--- src/verilog/efpc_pkg.sv ---
// constants and carrier types for the embedded flash program control block
package efpc_pkg;

	localparam logic [15:0] CMD_PORT     = 16'hff0f;
	localparam logic [1:0]  OFS_SEGCTL   = 2'h0;
	localparam logic [1:0]  OFS_TEST     = 2'h1;
	localparam logic [1:0]  OFS_PADDR    = 2'h2;
	localparam logic [1:0]  OFS_PDATA    = 2'h3;
	localparam int          BIT_RUN      = 0;
	localparam int          BIT_OP_LO    = 1;
	localparam int          BIT_OP_HI    = 2;
	localparam int          BIT_VER_LO   = 3;
	localparam int          BIT_VER_HI   = 4;
	localparam int          BIT_KEY_LO   = 5;
	localparam int          BIT_KEY_HI   = 6;
	localparam int          BIT_SEG_LO   = 8;
	localparam int          BIT_SEG_HI   = 15;
	localparam int          BIT_TEST_HI  = 4;
	localparam logic [1:0]  KEY_PATTERN  = 2'h2;
	localparam logic [15:0] ERASE_FILL   = 16'hffff;
	localparam logic [15:0] ZERO_WORD    = 16'h0000;
	localparam logic [7:0]  NO_SEGMENTS  = 8'h00;

	typedef enum logic [1:0] {
		OP_UNDEF   = 2'h0,
		OP_ERASE   = 2'h1,
		OP_WRITE   = 2'h2,
		OP_RECOVER = 2'h3
	} efpc_op_e;

	typedef enum logic [1:0] {
		VER_NORMAL  = 2'h0,
		VER_ONES    = 2'h1,
		VER_ZEROS   = 2'h2,
		VER_INVERSE = 2'h3
	} efpc_ver_e;

	typedef enum logic [0:0] {
		MODE_ARRAY = 1'h0,
		MODE_REGS  = 1'h1
	} efpc_mode_e;

	// one core bus cycle toward the flash module
	typedef struct packed {
		logic        io_wr;
		logic        io_rd;
		logic [15:0] io_addr;
		logic        mem_wr;
		logic        mem_rd;
		logic [15:0] mem_addr;
		logic [15:0] wdata;
	} efpc_req_s;

	typedef struct packed {
		logic [7:0] seg_en;
		efpc_ver_e  ver;
		efpc_op_e   op;
		logic       run;
	} efpc_seg_s;

endpackage

--- src/verilog/efpc_flash_ctrl.sv ---
// register access and pulse control for the embedded flash array
`timescale 1ns/10ps
module efpc_flash_ctrl
	import efpc_pkg::*;
(
	input  wire logic      clk,
	input  wire logic      srst,
	input  wire efpc_req_s req,
	input  wire logic      abort_run,
	input  wire logic      test_mode_pin,
	input  wire logic [15:0] array_rdata,
	output logic [15:0]    rdata_q,
	output logic           rvalid_q,
	output logic           arr_rd_q,
	output logic [15:0]    arr_addr_q,
	output efpc_ver_e      margin_mode_q,
	output efpc_op_e       pulse_op_q,
	output logic [7:0]     seg_pulse_q,
	output logic [15:0]    prog_addr_q,
	output logic [15:0]    prog_data_q,
	output efpc_mode_e     mode_q
);

	typedef struct packed {
		efpc_mode_e  mode;
		efpc_seg_s   seg;
		logic [4:0]  test;
		logic [15:0] paddr;
		logic [15:0] pdata;
		logic        arr_rd;
		logic [15:0] arr_addr;
		logic        st1_v;
		logic        st1_arr;
		logic        st1_lock;
		logic [15:0] st1_data;
		logic [15:0] rdata;
		logic        rvalid;
		efpc_op_e    pulse_op;
		logic [7:0]  seg_pulse;
		logic [2:0]  tsync;
		logic        test_mode;
	} efpc_state_s;

	efpc_state_s s_q;
	efpc_state_s s_d;

	logic        reg_wr;
	logic        reg_rd;
	logic        arr_wr;
	logic        arr_rdreq;
	logic        start_ok;
	logic [15:0] segctl_view;
	logic [15:0] reg_view;
	logic [1:0]  key_in;

	always_comb begin
		s_d = s_q;
		// register view: unlock bits and bit 7 always read zero
		segctl_view = {s_q.seg.seg_en, 3'h0, s_q.seg.ver, s_q.seg.op,
			s_q.seg.run};
		key_in = req.wdata[BIT_KEY_HI:BIT_KEY_LO];

		// accesses decode against the mode in force this cycle
		reg_wr = req.mem_wr && (s_q.mode == MODE_REGS);
		reg_rd = req.mem_rd && (s_q.mode == MODE_REGS);
		arr_wr = req.mem_wr && (s_q.mode == MODE_ARRAY);
		arr_rdreq = req.mem_rd && (s_q.mode == MODE_ARRAY);

		// only the low two address bits matter, so the map repeats
		unique case (req.mem_addr[1:0])
			OFS_SEGCTL: reg_view = segctl_view;
			OFS_TEST:   reg_view = s_q.test_mode ?
				{11'h000, s_q.test} : ZERO_WORD;
			OFS_PADDR:  reg_view = s_q.paddr;
			OFS_PDATA:  reg_view = s_q.pdata;
		endcase

		// start needs the key, a defined op and for erase an all-ones latch
		start_ok = req.wdata[BIT_RUN] && (key_in == KEY_PATTERN)
			&& (req.wdata[BIT_OP_HI:BIT_OP_LO] != OP_UNDEF)
			&& ((req.wdata[BIT_OP_HI:BIT_OP_LO] != OP_ERASE)
			|| (s_q.pdata == ERASE_FILL));

		// mode switching by io commands; the write command wins a tie
		if (req.io_wr && (req.io_addr == CMD_PORT)) begin
			s_d.mode = MODE_REGS;
		end else if (req.io_rd && (req.io_addr == CMD_PORT)) begin
			s_d.mode = MODE_ARRAY;
		end

		// register writes
		if (reg_wr) begin
			unique case (req.mem_addr[1:0])
				OFS_SEGCTL: begin
					if (s_q.seg.run) begin
						// running: only the run bit may drop
						if (!req.wdata[BIT_RUN]) begin
							s_d.seg.run = 1'b0;
						end
					end else begin
						s_d.seg.seg_en =
							req.wdata[BIT_SEG_HI:BIT_SEG_LO];
						s_d.seg.ver = efpc_ver_e'(
							req.wdata[BIT_VER_HI:BIT_VER_LO]);
						s_d.seg.op = efpc_op_e'(
							req.wdata[BIT_OP_HI:BIT_OP_LO]);
						s_d.seg.run = start_ok;
					end
				end
				OFS_TEST: begin
					if (s_q.test_mode) begin
						s_d.test = req.wdata[BIT_TEST_HI:0];
					end
				end
				OFS_PADDR: begin
					if (!s_q.seg.run) begin
						s_d.paddr = req.wdata;
					end
				end
				OFS_PDATA: begin
					if (!s_q.seg.run) begin
						s_d.pdata = req.wdata;
					end
				end
			endcase
		end

		// array-mode writes land in the latches unless a run is active
		if (arr_wr && !s_q.seg.run) begin
			s_d.paddr = req.mem_addr;
			s_d.pdata = req.wdata;
		end

		// read pipeline: request, then array or register value, then answer
		s_d.arr_rd = arr_rdreq && !s_q.seg.run;
		if (arr_rdreq) begin
			s_d.arr_addr = req.mem_addr;
		end
		s_d.st1_v = arr_rdreq || reg_rd;
		s_d.st1_arr = arr_rdreq;
		s_d.st1_lock = s_q.seg.run;
		s_d.st1_data = reg_rd ? reg_view : ZERO_WORD;
		s_d.rvalid = s_q.st1_v;
		if (s_q.st1_v) begin
			if (s_q.st1_arr) begin
				// reads during a run are undefined; zero is returned
				s_d.rdata = s_q.st1_lock ? ZERO_WORD : array_rdata;
			end else begin
				s_d.rdata = s_q.st1_data;
			end
		end

		// pulses reach the array only while run is set and abort is low
		if (s_d.seg.run && !abort_run) begin
			s_d.pulse_op = s_d.seg.op;
			s_d.seg_pulse = s_d.seg.seg_en;
		end else begin
			s_d.pulse_op = OP_UNDEF;
			s_d.seg_pulse = NO_SEGMENTS;
		end

		// test mode strap: three stages, change taken when last two agree
		s_d.tsync = {s_q.tsync[1:0], test_mode_pin};
		if (s_q.tsync[1] == s_q.tsync[2]) begin
			s_d.test_mode = s_q.tsync[2];
		end
	end

	always_ff @(posedge clk) begin
		if (srst) begin
			s_q <= '0;
		end else begin
			s_q <= s_d;
		end
	end

	assign rdata_q       = s_q.rdata;
	assign rvalid_q      = s_q.rvalid;
	assign arr_rd_q      = s_q.arr_rd;
	assign arr_addr_q    = s_q.arr_addr;
	assign margin_mode_q = s_q.seg.ver;
	assign pulse_op_q    = s_q.pulse_op;
	assign seg_pulse_q   = s_q.seg_pulse;
	assign prog_addr_q   = s_q.paddr;
	assign prog_data_q   = s_q.pdata;
	assign mode_q        = s_q.mode;
endmodule

--- config.mk ---
export PLATFORM = sky130hd
export DESIGN_NAME = efpc_flash_ctrl
export DESIGN_NICKNAME = d
export VERILOG_FILES = /design/src/verilog/efpc_pkg.sv /design/src/verilog/efpc_flash_ctrl.sv
export SDC_FILE = /design/constraint.sdc
export NUM_CORES = 1
export LEC_CHECK = 0
export ABC_AREA = 1
export BUFFER_PORTS_ARGS = -buffer_cell sky130_fd_sc_hd__clkbuf_2
export CORE_AREA = 2 2 94 114
export DETAILED_ROUTE_END_ITERATION = 10
export DIE_AREA = 0 0 96 116
export PLACE_DENSITY = 0.79
export SYNTH_ARGS = -nofsm -noshare
export SYNTH_HDL_FRONTEND = slang
export SYNTH_SLANG_ARGS = --single-unit
--- constraint.sdc ---
create_clock -name clk -period 1.77 [get_ports clk]
set_input_delay 0.177 -clock clk [delete_from_list [all_inputs] [get_ports clk]]
set_output_delay 0.177 -clock clk [all_outputs]
set_load 0.005 [all_outputs]
# [Word-level counts from Yosys, hierarchy flattened]
# Index checks and enable logic that the tools add are counted.
# W data, S select, Z words.
[word_totals] regBits=118
[op_classes] eq_ne=9 mux=17 bitwise=4 reduce_logical=28
[ops] operator="$mux W16" n=5
[ops] operator="$pmux W16 S4" n=1
[ops] operator="$mux W50" n=1
[ops] operator="$eq A16 B16 Y1 const B" n=2
[ops] operator="$mux W32" n=1
[ops] operator="$mux W5" n=3
[ops] operator="$mux W13" n=1
[ops] operator="$logic_and A1 B1 Y1" n=12
[ops] operator="$mux W12" n=1
[ops] operator="$reduce_and A3 Y1" n=4
[ops] operator="$reduce_bool A2 Y1" n=5
[ops] operator="$eq A2 B2 Y1 const B" n=3
[ops] operator="$mux W1" n=4
[ops] operator="$ne A2 B1 Y1 const B" n=2
[ops] operator="$not A1 Y1" n=4
[ops] operator="$reduce_or A2 Y1" n=2
[ops] operator="$eq A2 B1 Y1 const B" n=1
[ops] operator="$logic_not A1 Y1" n=2
[ops] operator="$logic_not A2 Y1" n=1
[ops] operator="$logic_or A1 B1 Y1" n=2
[ops] operator="$eq A1 B1 Y1" n=1

# [Longest topological paths before layout]
[depth] ltp_word=10 depth_mapped=10

# [Least setup slack after synthesis]
# No wires, ideal clock.
[synth_path] path_type="register to register" startpoint="register s_q (netlist bit mode_q)" endpoint="register s_q[105] (netlist bit)" arrival_ns=1.263 path_slack_ns=0.380 stages_incl_launch_ff=9 path_buffers=1 cell_sequence="dfxtp_1 -> nand2_2 -> nor3_4 -> inv_4 -> buf_6 -> nand2_1 -> o21ai_2 -> inv_1 -> nor2_1"
[synth_via] elab_chain_cells=2
[synth_lines] element="start, declared" line="efpc_flash_ctrl.sv:44" rtl="efpc_state_s s_q;"
[synth_lines] element="start signal, assigned" line="efpc_flash_ctrl.sv:171" rtl="s_q <= '0;"
[synth_lines] element="start signal, assigned" line="efpc_flash_ctrl.sv:173" rtl="s_q <= s_d;"
[synth_lines] element="$logic_and A1 B1 Y1" line="efpc_flash_ctrl.sv:64" rtl="reg_wr = req.mem_wr && (s_q.mode == MODE_REGS);"
[synth_lines] element="$mux W50" line="efpc_flash_ctrl.sv:92" rtl="if (reg_wr) begin"
# Every way passes these cells. The select of a mux whose other input is x is not followed.
# A chain may end at the register's enable or synchronous reset.

# [Final worst setup path]
[layout_path] startpoint="register s_q (netlist bit mode_q)" endpoint="register s_q[109] (netlist bit)"
# The elaborated chain is that of the path after synthesis.

==> metrics.cfg <==
[power]
power.share.clock=0.476
leakagePower_nw=2.81
swShare=0.241
switching_power_mw=1.57
power_density_nw_per_um2=1070
seqPwrFrac=0.438
ir_drop_mv=0.572
power.internal_mw=4.93
combinationalPowerShare=0.086

[hold_path]
hold_class=in -> reg
hold_depth=3

[sta]
fmax_ghz=0.632
relSlewSlack=0.655
hold_viol_final=0
rsz0062_at_grt=false
fin_worst_skew_ns=0.00938
period_share=0.894
tightest_slew_ns=0.517
setup_viol=0
finalSetupTns_ns=0
hold_ws_ns=0.0106
slew_violations=0
finalCriticalPeriod_ns=1.58

[worst_setup_path]
r2r-start=mode_q$_SDFFE_PP0P_
critPathSlowestCell=dfxtp_1
critPathCaptureType=flip-flop
worst_setup_path_startpoint=mode_q$_SDFFE_PP0P_
r2r_setup_slack_ns=0.19
crit_end=s_q[109]$_SDFF_PP0_
critical_path_class=reg -> reg
crit_required_ns=2.05
slowest_delay_ns=0.48
path_max_fanout=18
arrival_ns=1.86
r2r_cells=7
crit_chain=nand2_2 -> nor3_4 -> inv_4 -> nand2_1 -> o21ai_2 -> inv_1 -> nor2_1
r2r_end=s_q[109]$_SDFF_PP0_
critPathLaunchType=flip-flop

[placed_design]
dp_hpwl_um=10700
gp_congestion=0.878
io_buffers=150

[layout]
layout_common_cells=clkbuf_2 (150), dfxtp_1 (118), nand2_1 (83), nor2_1 (80), o21ai_0 (75)
num_antenna_cells=0
final_layout_size_suffix_gt1_frac=0.286
synthToLayoutAreaGrowth_pct=18.1
final_common_cell=clkbuf_2
final_nets=820

[global_routing]
grtUsageMet1=0.291
grt_usage=0.261
grt_start_max_net_pins=31
antenna_found_initial=0
met3_usage=0.0676
grt_first_pass_wirelength_um=21700
grt-busiest-layer=met2
grt_pass1_vias=4420
grt_overflow=0
grt_use_met2=0.475

[route]
drcViolationCount=0
num_vias=4688
first_pass_iters=5
wl_um=14400
drt_iter0_drc=305
wl_per_cell_um=16.3
drtAntennaViolNets=0
via_per_inst=5.29

[clocking]
cts_buffer_depth=2
ctsHtreeMaxLevel=4
numCtsBuffers=17
cts_resized=0
cts_tree=done
path_clk_slew_ns=0.05
clk_latency_ns=0.41
cts_root_buffer=clkbuf_16
cts.sinks=118

[status]
status=completed

[die]
coreArea_um2=9960
fp.dieW_um=96
start_util=0.515
die-area_um2=11100
die_h_um=116
rows=40
io_pins=151

[synth]
syn_nets=733
syn_area_um2=5130
synth-seq-area-share=0.460
synthCells=661
yosys_warnings=0
synth-seq-cells=118
syn_avg_cell_area_um2=7.76
ys_types=29

[flow_run]
drv_cap=0

## synthesized netlist by cell type
library cell / n / area, um^2
inv_1: 48 / 180
nand2_1: 83 / 312
inv_2: 4 / 15.0
clkinv_1: 4 / 15.0
buf_2: 7 / 35.0
a22oi_1: 15 / 113
inv_4: 1 / 6.26
o21ai_0: 75 / 375
o21ai_2: 10 / 87.6
a41oi_1: 1 / 8.76
o21bai_1: 1 / 7.51
clkinv_2: 1 / 5.00
nand2_2: 1 / 6.26
buf_4: 76 / 571
nor3_1: 2 / 10.0
clkbuf_1: 18 / 67.6
nand3_1: 22 / 110
nand4_1: 3 / 18.8
o31ai_1: 1 / 7.51
a31oi_1: 5 / 31.3
buf_1: 3 / 11.3
a21oi_1: 68 / 340
nand2_4: 1 / 11.3
dfxtp_1: 118 / 2360
nand3_2: 1 / 10.0
nor3_4: 2 / 32.5
nor2_1: 80 / 300
a211oi_1: 8 / 60.1
buf_6: 2 / 22.5
## through the flow
stage | total power, mW | worst slack [ns] | cell area, um^2 | instances | utilization
5_1_grt | 6.73 | 0.0652 | 6060 | 886 | 0.609
3_5_place_dp | 3.44 | 0.239 | 5460 | 848 | 0.548
2_1_floorplan | 3.26 | 0.380 | 5130 | 661 | -
4_1_cts | 6.52 | 0.191 | 6060 | 886 | 0.609
6_report | 6.49 | 0.188 | 6060 | 886 | 0.609
3_3_place_gp | 3.42 | 0.225 | 5460 | 848 | 0.548
## how the worst min path moves through the flow
stage	startpoint	end	slack (ns)
2_1_floorplan	test_mode_pin	s_d[2]$_SDFF_PP0_	0.28
3_3_place_gp	test_mode_pin	s_d[2]$_SDFF_PP0_	0.37
3_5_place_dp	test_mode_pin	s_d[2]$_SDFF_PP0_	0.38
4_1_cts	array_rdata[5]	rdata_q[5]$_SDFFE_PP0P_	0.001
5_1_grt	array_rdata[5]	rdata_q[5]$_SDFFE_PP0P_	0.008
6_report	array_rdata[5]	rdata_q[5]$_SDFFE_PP0P_	0.01
## power by group through the flow
stage	clock network (mW)	logic (mW)	registers, mW
after floorplan	0	0.392	2.87
after global placement	0	0.528	2.89
after detailed placement	0	0.543	2.90
after CTS	3.12	0.560	2.84
after global routing	3.26	0.621	2.85
final	3.09	0.561	2.84
## state kept, by name, summed over array words and instances, names as in the netlist
name and cells:
prog_data_q 16, rdata_q 16, arr_addr_q 16, arr_rd_q 1
rvalid_q 1, s_d 4, s_q 35, mode_q 1
seg_pulse_q 8, pulse_op_q 2, prog_addr_q 16, margin_mode_q 2
## logic make-up after synthesis
| logic type | synth area share |
|---|---|
| buffers and inverters | 0.181 |
| AOI/OAI and AO/OA | 0.201 |
| and+or+nand+nor | 0.158 |
| DFF | 0.460 |
## worst max-delay path: cells and delay by family, from the launching register on
family	cells	cell delay, ns
AND/OR/NAND/NOR	4	0.66
AO/OA/AOI/OAI	1	0.05
buffers and inverters	2	0.26
flip-flops	1	0.48
## area by class of cell
class | instances | area [um^2]
Clock buffer | 20 | 447
Clock inverter | 11 | 85.1
Fill cell | 912 | 3900
Inverter | 58 | 221
Multi-Input combinational cell | 379 | 1840
Sequential cell | 118 | 2360
Tap cell | 126 | 158
Timing Repair Buffer | 174 | 948
## layer usage
layer,vias to the layer above,share of wire
li1,2272,-
met5,-,0
met4,0,0.022
met1,2171,0.39
met2,213,0.53
met3,32,0.061
## repair_timing
action	4_1_cts	5_1_grt
hold buffers	7	0
endpoints found under the hold margin	7	0
setup buffers	0	0
No activity file was read; power rests on OpenSTA's default activity.
